===== src/bbfe_pkg.sv =====
/*
 * Package of the branch, bit and flag execution block: opcode codes, flag
 * positions, register offsets and reset values.
 * Assumes a fetch/decode stage outside that hands over one decoded opcode at
 * a time and an I/O register space that answers a read one cycle later.
 */
// Behaviour
// - branch_if_lower: with carry 1, PC gets PC plus offset plus one.
// - branch_if_minus: branch to PC plus offset plus one when negative is 1.
// - branch_if_plus: branch to PC plus offset plus one when negative is 0.
// - branch_if_ge_signed: branch when negative xor overflow is 0.
// - branch_if_lt_signed: branch when negative xor overflow is 1; flags kept.
// - branch_if_halfcarry_set: branch only when half-carry is 1.
// - branch_if_halfcarry_clear: branch only when half-carry is 0.
// - branch_if_transfer_set: branch only when transfer flag is 1.
// - branch_if_transfer_clear: branch only when transfer flag is 0.
// - branch_if_overflow_clear: branch only when overflow is 0.
// - branch_if_irq_enabled: branch only when global interrupt enable is 1.
// - branch_if_irq_disabled: branch only when global interrupt enable is 0.
// - io_bit_set forces one I/O register bit to 1, two cycles, flags kept.
// - io_bit_clear forces one I/O register bit to 0, two cycles, flags kept.
// - logical_left_shift: bits up, 0 into bit 0, updates Z C N V.
// - logical_right_shift: bits down, 0 into bit 7, updates Z C N V.
// - rotate_left_carry: old carry into bit 0, old bit 7 into carry.
// - rotate_right_carry: old carry into bit 7, old bit 0 into carry.
// - arith_right_shift: bits down, bit 7 kept, updates Z C N V.
// - bit_to_transfer_flag copies a source bit into transfer flag only.
// - transfer_flag_to_bit copies transfer flag into a destination bit.
// - one-cycle set/clear for each flag, plus set/clear by index.
`default_nettype none
package bbfe_pkg;

	// status flag positions
	localparam logic [2:0] FLAG_C = 3'h0;
	localparam logic [2:0] FLAG_Z = 3'h1;
	localparam logic [2:0] FLAG_N = 3'h2;
	localparam logic [2:0] FLAG_V = 3'h3;
	localparam logic [2:0] FLAG_S = 3'h4;
	localparam logic [2:0] FLAG_H = 3'h5;
	localparam logic [2:0] FLAG_T = 3'h6;
	localparam logic [2:0] FLAG_I = 3'h7;

	// register port offsets
	localparam logic [1:0] REG_STATUS = 2'h0;
	localparam logic [1:0] REG_PC = 2'h1;
	localparam logic [1:0] REG_INFO = 2'h2;

	localparam logic [7:0] STATUS_RST = 8'h00;
	localparam logic [15:0] PC_RST = 16'h0000;

	// cycles an instruction occupies the block
	localparam int BRANCH_TAKEN_CYCLES = 2;
	localparam int IO_BIT_CYCLES = 2;

	typedef enum logic [5:0] {
		OP_BRANCH_IF_LOWER = 6'h00,
		OP_BRANCH_IF_MINUS = 6'h01,
		OP_BRANCH_IF_PLUS = 6'h02,
		OP_BRANCH_IF_GE_SIGNED = 6'h03,
		OP_BRANCH_IF_LT_SIGNED = 6'h04,
		OP_BRANCH_IF_HALFCARRY_SET = 6'h05,
		OP_BRANCH_IF_HALFCARRY_CLEAR = 6'h06,
		OP_BRANCH_IF_TRANSFER_SET = 6'h07,
		OP_BRANCH_IF_TRANSFER_CLEAR = 6'h08,
		OP_BRANCH_IF_OVERFLOW_CLEAR = 6'h09,
		OP_BRANCH_IF_IRQ_ENABLED = 6'h0A,
		OP_BRANCH_IF_IRQ_DISABLED = 6'h0B,
		OP_IO_BIT_SET = 6'h10,
		OP_IO_BIT_CLEAR = 6'h11,
		OP_LOGICAL_LEFT_SHIFT = 6'h12,
		OP_LOGICAL_RIGHT_SHIFT = 6'h13,
		OP_ROTATE_LEFT_CARRY = 6'h14,
		OP_ROTATE_RIGHT_CARRY = 6'h15,
		OP_ARITH_RIGHT_SHIFT = 6'h16,
		OP_BIT_TO_TRANSFER_FLAG = 6'h17,
		OP_TRANSFER_FLAG_TO_BIT = 6'h18,
		OP_STATUS_BIT_SET = 6'h19,
		OP_STATUS_BIT_CLEAR = 6'h1A,
		OP_SET_CARRY = 6'h20,
		OP_SET_ZERO = 6'h21,
		OP_SET_NEGATIVE = 6'h22,
		OP_SET_OVERFLOW = 6'h23,
		OP_SET_SIGN = 6'h24,
		OP_SET_HALFCARRY = 6'h25,
		OP_SET_TRANSFER = 6'h26,
		OP_GLOBAL_IRQ_ENABLE = 6'h27,
		OP_CLEAR_CARRY = 6'h28,
		OP_CLEAR_ZERO = 6'h29,
		OP_CLEAR_NEGATIVE = 6'h2A,
		OP_CLEAR_OVERFLOW = 6'h2B,
		OP_CLEAR_SIGN = 6'h2C,
		OP_CLEAR_HALFCARRY = 6'h2D,
		OP_CLEAR_TRANSFER = 6'h2E,
		OP_GLOBAL_IRQ_DISABLE = 6'h2F
	} bbfe_op_e;

	typedef enum logic [1:0] {
		ST_IDLE = 2'b00,
		ST_BRANCH = 2'b01,
		ST_IO = 2'b11
	} bbfe_state_e;

endpackage : bbfe_pkg

`default_nettype wire


===== src/bbfe_core.sv =====
/*
 * Execution unit for conditional relative branches, I/O bit set/clear,
 * shifts and rotates, transfer-flag bit moves and flag set/clear. It owns
 * the program counter and the status flags.
 * Assumes: one opcode offered with OP_VALID, taken while OP_READY is high;
 * the I/O space returns IO_RDATA in the cycle after IO_RD; all inputs are
 * synchronous to CORE_CLK.
 */
`timescale 1ns/100ps
`default_nettype none

module bbfe_core
	import bbfe_pkg::*;
#(
	parameter int PC_W = 16,
	parameter int OFF_W = 7,
	parameter int IO_AW = 6
) (
	input wire logic CORE_CLK,
	input wire logic RST_N,
	input wire logic OP_VALID,
	output logic OP_READY,
	input wire logic [5:0] OP_CODE,
	input wire logic [7:0] OP_DATA,
	input wire logic [2:0] OP_BIT,
	input wire logic [OFF_W-1:0] OP_OFFSET,
	input wire logic [IO_AW-1:0] OP_IO_ADDR,
	output logic RES_VALID,
	output logic [7:0] RES_DATA,
	output logic [PC_W-1:0] PROG_CNT,
	output logic [7:0] STATUS_FLAGS,
	output logic IO_RD,
	output logic [IO_AW-1:0] IO_ADDR,
	input wire logic [7:0] IO_RDATA,
	output logic IO_WR,
	output logic [7:0] IO_WDATA,
	input wire logic [1:0] REG_ADDR,
	input wire logic [15:0] REG_WDATA,
	input wire logic REG_WR,
	input wire logic REG_RD,
	output logic [15:0] REG_RDATA
);

	if (PC_W < 2 || PC_W > 16 || OFF_W < 2 || OFF_W >= PC_W || IO_AW < 1 || IO_AW > 16) begin : g_chk
		$error("bbfe_core: unsupported width parameters");
	end

	bbfe_state_e state;
	bbfe_state_e next_state;
	logic [PC_W-1:0] pc;
	logic [PC_W-1:0] next_pc;
	logic [7:0] flags;
	logic [7:0] next_flags;
	logic res_valid;
	logic next_res_valid;
	logic [7:0] res_data;
	logic [7:0] next_res_data;
	logic [IO_AW-1:0] io_addr;
	logic [IO_AW-1:0] next_io_addr;
	logic [2:0] io_bit;
	logic [2:0] next_io_bit;
	logic io_set;
	logic next_io_set;
	logic io_wr;
	logic next_io_wr;
	logic [7:0] io_wdata;
	logic [7:0] next_io_wdata;
	logic last_taken;
	logic next_last_taken;
	logic [15:0] rdata;
	logic [15:0] next_rdata;

	logic take;
	logic [PC_W-1:0] offset_ext;
	logic [PC_W-1:0] target;

	// condition of each branch opcode; 0 for anything that is not a branch
	function automatic logic branch_cond(input logic [5:0] op, input logic [7:0] f);
		logic c;
		c = 1'b0;
		unique case (op)
			OP_BRANCH_IF_LOWER: c = f[FLAG_C];
			OP_BRANCH_IF_MINUS: c = f[FLAG_N];
			OP_BRANCH_IF_PLUS: c = ~f[FLAG_N];
			OP_BRANCH_IF_GE_SIGNED: c = ~(f[FLAG_N] ^ f[FLAG_V]);
			OP_BRANCH_IF_LT_SIGNED: c = f[FLAG_N] ^ f[FLAG_V];
			OP_BRANCH_IF_HALFCARRY_SET: c = f[FLAG_H];
			OP_BRANCH_IF_HALFCARRY_CLEAR: c = ~f[FLAG_H];
			OP_BRANCH_IF_TRANSFER_SET: c = f[FLAG_T];
			OP_BRANCH_IF_TRANSFER_CLEAR: c = ~f[FLAG_T];
			OP_BRANCH_IF_OVERFLOW_CLEAR: c = ~f[FLAG_V];
			OP_BRANCH_IF_IRQ_ENABLED: c = f[FLAG_I];
			OP_BRANCH_IF_IRQ_DISABLED: c = ~f[FLAG_I];
			default: c = 1'b0;
		endcase
		return c;
	endfunction : branch_cond

	// shift/rotate result with carry-out in bit 8
	function automatic logic [8:0] shift_op(input logic [5:0] op, input logic [7:0] d,
			input logic cin);
		logic [8:0] r;
		r = {1'b0, d};
		unique case (op)
			OP_LOGICAL_LEFT_SHIFT: r = {d[7], d[6:0], 1'b0};
			OP_LOGICAL_RIGHT_SHIFT: r = {d[0], 1'b0, d[7:1]};
			OP_ROTATE_LEFT_CARRY: r = {d[7], d[6:0], cin};
			OP_ROTATE_RIGHT_CARRY: r = {d[0], cin, d[7:1]};
			OP_ARITH_RIGHT_SHIFT: r = {d[0], d[7], d[7:1]};
			default: r = {cin, d};
		endcase
		return r;
	endfunction : shift_op

	// sign extension keeps backward targets reachable
	assign offset_ext = {{(PC_W-OFF_W){OP_OFFSET[OFF_W-1]}}, OP_OFFSET};
	assign target = pc + offset_ext + PC_W'(1);
	assign take = branch_cond(OP_CODE, flags);

	assign OP_READY = (state == ST_IDLE);
	// read strobe leaves in the accept cycle so the data is back for cycle two
	assign IO_RD = OP_VALID && (state == ST_IDLE)
		&& (OP_CODE == OP_IO_BIT_SET || OP_CODE == OP_IO_BIT_CLEAR);
	assign IO_ADDR = (state == ST_IO) ? io_addr : OP_IO_ADDR;

	assign RES_VALID = res_valid;
	assign RES_DATA = res_data;
	assign PROG_CNT = pc;
	assign STATUS_FLAGS = flags;
	assign IO_WR = io_wr;
	assign IO_WDATA = io_wdata;
	assign REG_RDATA = rdata;

	always_comb begin
		logic [8:0] sh;
		logic [7:0] mod;
		sh = shift_op(OP_CODE, OP_DATA, flags[FLAG_C]);
		mod = IO_RDATA;
		next_state = state;
		next_pc = pc;
		next_flags = flags;
		next_res_valid = 1'b0;
		next_res_data = res_data;
		next_io_addr = io_addr;
		next_io_bit = io_bit;
		next_io_set = io_set;
		next_io_wr = 1'b0;
		next_io_wdata = io_wdata;
		next_last_taken = last_taken;
		next_rdata = rdata;

		// software writes first, so a same-cycle instruction update wins
		if (REG_WR) begin
			unique case (REG_ADDR)
				REG_STATUS: next_flags = REG_WDATA[7:0];
				REG_PC: next_pc = REG_WDATA[PC_W-1:0];
				default: ;
			endcase
		end

		unique case (state)
			ST_IDLE: begin
				if (OP_VALID) begin
					next_pc = pc + PC_W'(1);
					unique case (OP_CODE)
						OP_BRANCH_IF_LOWER, OP_BRANCH_IF_MINUS, OP_BRANCH_IF_PLUS,
						OP_BRANCH_IF_GE_SIGNED, OP_BRANCH_IF_LT_SIGNED,
						OP_BRANCH_IF_HALFCARRY_SET, OP_BRANCH_IF_HALFCARRY_CLEAR,
						OP_BRANCH_IF_TRANSFER_SET, OP_BRANCH_IF_TRANSFER_CLEAR,
						OP_BRANCH_IF_OVERFLOW_CLEAR, OP_BRANCH_IF_IRQ_ENABLED,
						OP_BRANCH_IF_IRQ_DISABLED: begin
							next_last_taken = take;
							if (take) begin
								next_pc = target;
								next_state = ST_BRANCH;
							end
						end
						OP_IO_BIT_SET, OP_IO_BIT_CLEAR: begin
							next_io_addr = OP_IO_ADDR;
							next_io_bit = OP_BIT;
							next_io_set = (OP_CODE == OP_IO_BIT_SET);
							next_state = ST_IO;
						end
						OP_LOGICAL_LEFT_SHIFT, OP_LOGICAL_RIGHT_SHIFT, OP_ROTATE_LEFT_CARRY,
						OP_ROTATE_RIGHT_CARRY, OP_ARITH_RIGHT_SHIFT: begin
							next_res_valid = 1'b1;
							next_res_data = sh[7:0];
							next_flags[FLAG_C] = sh[8];
							next_flags[FLAG_Z] = (sh[7:0] == 8'h00);
							next_flags[FLAG_N] = sh[7];
							next_flags[FLAG_V] = sh[7] ^ sh[8];
						end
						OP_BIT_TO_TRANSFER_FLAG: begin
							next_flags[FLAG_T] = OP_DATA[OP_BIT];
						end
						OP_TRANSFER_FLAG_TO_BIT: begin
							next_res_valid = 1'b1;
							next_res_data = OP_DATA;
							next_res_data[OP_BIT] = flags[FLAG_T];
						end
						OP_STATUS_BIT_SET: next_flags[OP_BIT] = 1'b1;
						OP_STATUS_BIT_CLEAR: next_flags[OP_BIT] = 1'b0;
						OP_SET_CARRY, OP_SET_ZERO, OP_SET_NEGATIVE, OP_SET_OVERFLOW,
						OP_SET_SIGN, OP_SET_HALFCARRY, OP_SET_TRANSFER,
						OP_GLOBAL_IRQ_ENABLE, OP_CLEAR_CARRY, OP_CLEAR_ZERO,
						OP_CLEAR_NEGATIVE, OP_CLEAR_OVERFLOW, OP_CLEAR_SIGN,
						OP_CLEAR_HALFCARRY, OP_CLEAR_TRANSFER, OP_GLOBAL_IRQ_DISABLE: begin
							// low three code bits name the flag, bit 3 selects clear
							next_flags[OP_CODE[2:0]] = ~OP_CODE[3];
						end
						default: ; // unknown codes only advance the counter
					endcase
				end
			end
			ST_BRANCH: begin
				// second cycle of a taken branch: the refill slot
				next_state = ST_IDLE;
			end
			ST_IO: begin
				// only the selected bit changes; the rest of the byte is written back as read
				mod[io_bit] = io_set;
				next_io_wdata = mod;
				next_io_wr = 1'b1;
				next_state = ST_IDLE;
			end
			default: next_state = ST_IDLE;
		endcase

		if (REG_RD) begin
			unique case (REG_ADDR)
				REG_STATUS: next_rdata = {8'h00, flags};
				REG_PC: next_rdata = 16'(pc);
				REG_INFO: next_rdata = {13'h0000, last_taken, state};
				default: next_rdata = 16'h0000;
			endcase
		end
	end

	always_ff @(posedge CORE_CLK or negedge RST_N) begin
		if (!RST_N) begin
			state <= ST_IDLE;
			pc <= PC_W'(PC_RST);
			flags <= STATUS_RST;
			res_valid <= 1'b0;
			res_data <= 8'h00;
			io_addr <= '0;
			io_bit <= 3'h0;
			io_set <= 1'b0;
			io_wr <= 1'b0;
			io_wdata <= 8'h00;
			last_taken <= 1'b0;
			rdata <= 16'h0000;
		end else begin
			state <= next_state;
			pc <= next_pc;
			flags <= next_flags;
			res_valid <= next_res_valid;
			res_data <= next_res_data;
			io_addr <= next_io_addr;
			io_bit <= next_io_bit;
			io_set <= next_io_set;
			io_wr <= next_io_wr;
			io_wdata <= next_io_wdata;
			last_taken <= next_last_taken;
			rdata <= next_rdata;
		end
	end

endmodule : bbfe_core

`default_nettype wire


===== config.mk =====
export PLATFORM = sky130hd
export DESIGN_NAME = bbfe_core
export DESIGN_NICKNAME = d
export VERILOG_FILES = /design/src/bbfe_pkg.sv /design/src/bbfe_core.sv
export SDC_FILE = /design/constraint.sdc
export NUM_CORES = 1
export LEC_CHECK = 0
export BUFFER_PORTS_ARGS = -buffer_cell sky130_fd_sc_hd__clkbuf_2
export CORE_MARGIN = 1
export CORE_UTILIZATION = 50
export DETAILED_ROUTE_END_ITERATION = 12
export PLACE_DENSITY = 0.75
export SYNTH_ARGS = -nofsm -noshare
export SYNTH_HDL_FRONTEND = slang
export SYNTH_SLANG_ARGS = --single-unit

===== constraint.sdc =====
create_clock -name CORE_CLK -period 4.71 [get_ports CORE_CLK]
set_input_delay 0.471 -clock CORE_CLK [delete_from_list [all_inputs] [get_ports CORE_CLK]]
set_output_delay 0.471 -clock CORE_CLK [all_outputs]
set_load 0.1 [all_outputs]

==> flow_metrics.env <==
export IMPL_netlist_instances=623
export IMPL_cp_max_fo=26
export IMPL_synth_warning_count=0
export IMPL_power_density_mw_per_mm2=526
export IMPL_switching_share_of_power_pct=54.9
export IMPL_final_layout_size_suffix_gt1_share_pct=25.0
export IMPL_ys_ff_latch=71
export IMPL_syn_avg_cell_area_um2=8.57
export IMPL_cts_repair_timing_setup_buffer_count=0
export IMPL_timing_setup_tns_ns=0
export IMPL_final_hold_violating_endpoints=0
export IMPL_cts_htree_levels=3
export IMPL_via_count_of_the_first_global_routing_pass=4762
export IMPL_initial_core_utilization_pct=51.7
export IMPL_nNetsFinal=802
export IMPL_yosysUniqueCellTypes=60
export IMPL_postRouteAntennaNets=0
export IMPL_worst_endpoint_required_ns=4.24
export IMPL_total_global_route_track_usage_pct=27.0
export IMPL_maxClockFrequency_mhz=316
export IMPL_post_layout_nonfiller_instances=863
export IMPL_fillers=970
export IMPL_most_common_cell_after_layout_fill_and_taps_aside="sky130_fd_sc_hd__clkbuf_2"
export IMPL_via_count=5109
export IMPL_power_internal_mw=1.47
export IMPL_worstHoldPathType="input pin to async pin"
export IMPL_grt_ovfl_total=0
export IMPL_post_dp_hpwl_um=11000
export IMPL_design_die_area_mm2=0.0111
export IMPL_drv_slew=0
export IMPL_totalWireLength_um=14700
export IMPL_root_buffer_master="sky130_fd_sc_hd__clkbuf_8"
export IMPL_area_of_the_core_mm2=0.0103
export IMPL_type_of_the_setup_path_with_the_least_slack="flip-flop to output port"
export IMPL_drt_pre_antenna_iters=6
export IMPL_r2r_worst_path_cells=11
export IMPL_route_detailed_drc=0
export IMPL_net_switching_power_mw=1.78
export IMPL_worst_skew_pair_late_latency_ns=0.34
export IMPL_power_sequential_fraction_pct=28.8
export IMPL_via_per_inst=5.92
export IMPL_antenna_violations_before_repair=0
export IMPL_clock_network_power_share_pct=14.6
export IMPL_cts_tree="yes"
export IMPL_grt_pass1_wl_um=23900
export IMPL_grt_max_degree=72
export IMPL_grt_setup_unrepaired="no"
export IMPL_last_weighted_congestion_value_of_the_routability_driven_placer=0.961
export IMPL_synthToLayoutAreaGrowth_pct=15.7
export IMPL_post_synth_instance_area_mm2=0.00534
export IMPL_max_slew_margin_rel_pct=37.9
export IMPL_worstPathArrival_ns=2.69
export IMPL_startpoint_type="flip-flop"
export IMPL_dpl_cell_count=849
export IMPL_synth_sequential_area_ratio_pct=33.3
export IMPL_period_share_pct=67.1
export IMPL_num_io_pins=127
export IMPL_worstSetupEndpointType="output port"
export IMPL_dominantRegCellSynth="sky130_fd_sc_hd__dfrtp_1"
export IMPL_postCtsHoldBufs=0
export IMPL_maxCapViolations=0
export IMPL_worst_setup_path_endpoint="IO_RD"
export IMPL_worst_r2r_setup_slack_ns=1.81
export IMPL_die_x_um=105
export IMPL_worst_r2r_startpoint="PROG_CNT[0]"
export IMPL_timing_final_crit_period_ns=3.16
export IMPL_wire_per_inst_um=17.0
export IMPL_worst_case_clock_buffer_depth=2
export IMPL_number_of_input_and_output_port_buffers_inserted=126
export IMPL_synth_edf_count=0
export IMPL_max_slew_worst_pin_slew_ns=0.931
export IMPL_synth_nets=701
export IMPL_worst_clock_skew_on_the_final_layout_ns=0.00538
export IMPL_number_of_buffers_created_by_cts=9
export IMPL_p_leak_nw=2.98
export IMPL_number_of_clock_sinks_seen_by_cts=71
export IMPL_share_comb_of_total_power_pct=56.6
export IMPL_floorplan_rows=37
export IMPL_run_status="finished clean"
export IMPL_drt_initial_drc_count=467
export IMPL_vdd_ir_drop_max_v=0.000383
export IMPL_antenna_cells_inserted=0
export IMPL_finalSetupViolations=0
export IMPL_post_cts_resize_count=0
export IMPL_die_h_um=105
export IMPL_worst_setup_hold_path_clk_slew_ns=0.07
export IMPL_async_flop_share_pct=100
export IMPL_crit_path_start="state[1]"
export IMPL_critical_path_reg2reg_endpoint="PROG_CNT[14]"
export IMPL_mostFrequentLayoutCells="sky130_fd_sc_hd__clkbuf_2, sky130_fd_sc_hd__nand2_1, sky130_fd_sc_hd__dfrtp_1, sky130_fd_sc_hd__mux2i_1, sky130_fd_sc_hd__o21ai_0"
## how the worst min path moves through the flow
stage / start / end / slack (ns)
floorplan: RST_N / IO_WDATA[0] / 0.18
global placement: last_taken / last_taken / 0.46
detailed placement: io_addr[0] / io_addr[0] / 0.47
CTS: OP_IO_ADDR[2] / io_addr[2] / 0.33
global route: OP_IO_ADDR[2] / io_addr[2] / 0.33
finish: RST_N / IO_WDATA[7] / 0.33
## power by group through the flow
stage / registers (mW) / logic, mW / clock network, mW
6_report: 0.937 / 1.84 / 0.474
5_1_grt: 0.952 / 1.95 / 0.511
4_1_cts: 0.931 / 1.84 / 0.482
3_5_place_dp: 0.943 / 1.83 / 0
3_3_place_gp: 0.935 / 1.80 / 0
2_1_floorplan: 1.66 / 0.735 / 0
## metrics by stage
stage | cell area [µm²] | total power, mW | hold slack, ns | util, % | setup slack [ns]
after floorplan | 5340 | 2.40 | 0.175 | - | 0.875
after global routing | 6170 | 3.42 | 0.331 | 59.8 | 1.38
after CTS | 6170 | 3.25 | 0.326 | 59.8 | 1.55
final | 6170 | 3.25 | 0.330 | 59.8 | 1.55
after detailed placement | 5990 | 2.77 | 0.471 | 58.0 | 1.74
after global placement | 5990 | 2.73 | 0.461 | 58.0 | 1.80
## logic make-up after synthesis
| kind of cell | count (synthesis) | synth area share (%) |
|---|---|---|
| compound gates | 155 | 19.7 |
| xor+xnor | 30 | 4.92 |
| fa+ha+maj | 17 | 4.13 |
| buf+inv | 70 | 5.53 |
| flops | 71 | 33.3 |
| mux | 67 | 13.2 |
| simple gates | 213 | 19.2 |
## worst max-delay path, stage by stage, from the launching register on
cell	delay [ns]
sky130_fd_sc_hd__dfrtp_1	0.40
sky130_fd_sc_hd__nor2_1	0.17
sky130_fd_sc_hd__nand2_1	0.07
sky130_fd_sc_hd__buf_4	0.23
sky130_fd_sc_hd__or4_1	0.72
sky130_fd_sc_hd__clkinv_1	0.26
sky130_fd_sc_hd__clkbuf_2	0.49
## synthesized netlist by cell type, types with 2 or more instances
master / n / area share, %
sky130_fd_sc_hd__o21a_1: 2 / 0.28
sky130_fd_sc_hd__a32oi_1: 4 / 0.66
sky130_fd_sc_hd__a211oi_1: 10 / 1.4
sky130_fd_sc_hd__and4_1: 2 / 0.33
sky130_fd_sc_hd__mux2_2: 24 / 5.1
sky130_fd_sc_hd__mux2i_1: 42 / 7.9
sky130_fd_sc_hd__a21oi_2: 2 / 0.33
sky130_fd_sc_hd__a21o_1: 6 / 0.84
sky130_fd_sc_hd__nand3b_1: 5 / 0.70
sky130_fd_sc_hd__o21ai_1: 7 / 0.66
sky130_fd_sc_hd__buf_4: 2 / 0.28
sky130_fd_sc_hd__a21boi_0: 2 / 0.28
sky130_fd_sc_hd__nand2_1: 89 / 6.3
sky130_fd_sc_hd__nand2b_1: 12 / 1.4
sky130_fd_sc_hd__nor2b_1: 9 / 1.1
sky130_fd_sc_hd__a221oi_1: 11 / 1.8
sky130_fd_sc_hd__ha_1: 16 / 3.8
sky130_fd_sc_hd__nand4_1: 2 / 0.23
sky130_fd_sc_hd__nor3_1: 3 / 0.28
sky130_fd_sc_hd__nand3_1: 28 / 2.6
sky130_fd_sc_hd__nor3b_1: 5 / 0.70
sky130_fd_sc_hd__and3_1: 16 / 1.9
sky130_fd_sc_hd__a31oi_1: 4 / 0.47
sky130_fd_sc_hd__nor2_1: 32 / 2.3
sky130_fd_sc_hd__o211ai_1: 10 / 1.4
sky130_fd_sc_hd__o22ai_1: 13 / 1.5
sky130_fd_sc_hd__a221oi_2: 2 / 0.56
sky130_fd_sc_hd__a222oi_1: 5 / 0.94
sky130_fd_sc_hd__xor2_1: 14 / 2.3
sky130_fd_sc_hd__buf_2: 8 / 0.75
sky130_fd_sc_hd__dfrtp_1: 71 / 33
sky130_fd_sc_hd__a22oi_1: 2 / 0.28
sky130_fd_sc_hd__buf_6: 2 / 0.42
sky130_fd_sc_hd__clkbuf_1: 28 / 2.0
sky130_fd_sc_hd__inv_1: 28 / 2.0
sky130_fd_sc_hd__a21oi_1: 29 / 2.7
sky130_fd_sc_hd__o21ai_0: 38 / 3.6
sky130_fd_sc_hd__xnor2_1: 16 / 2.6
## registers in the layout, summed over array words and instances, names as in the netlist
register / cells
IO_WDATA: 8
REG_RDATA: 16
io_addr: 6
RES_VALID: 1
last_taken: 1
RES_DATA: 8
io_bit: 3
IO_WR: 1
io_set: 1
PROG_CNT: 16
STATUS_FLAGS: 8
state: 2
## metal layers
layer,global-route usage [%],vias to the layer above,routed length [µm]
li1,-,2446,-
met1,37.7,2418,6750
met2,41.8,215,6730
met3,4.89,30,903
met4,9.46,0,302
met5,0,-,0
## layout make-up
cell class                      count  area [µm²]  area share [%]
Timing Repair Buffer              131         668            10.8
Sequential cell                    71        1780            28.8
Multi-Input combinational cell    482        3260            52.9
Tap cell                          136         170            2.76
Clock inverter                      4        47.5           0.770
Inverter                           29         109            1.76
Clock buffer                       10         138            2.23
Note: power is estimated with default switching activity, not from simulation.
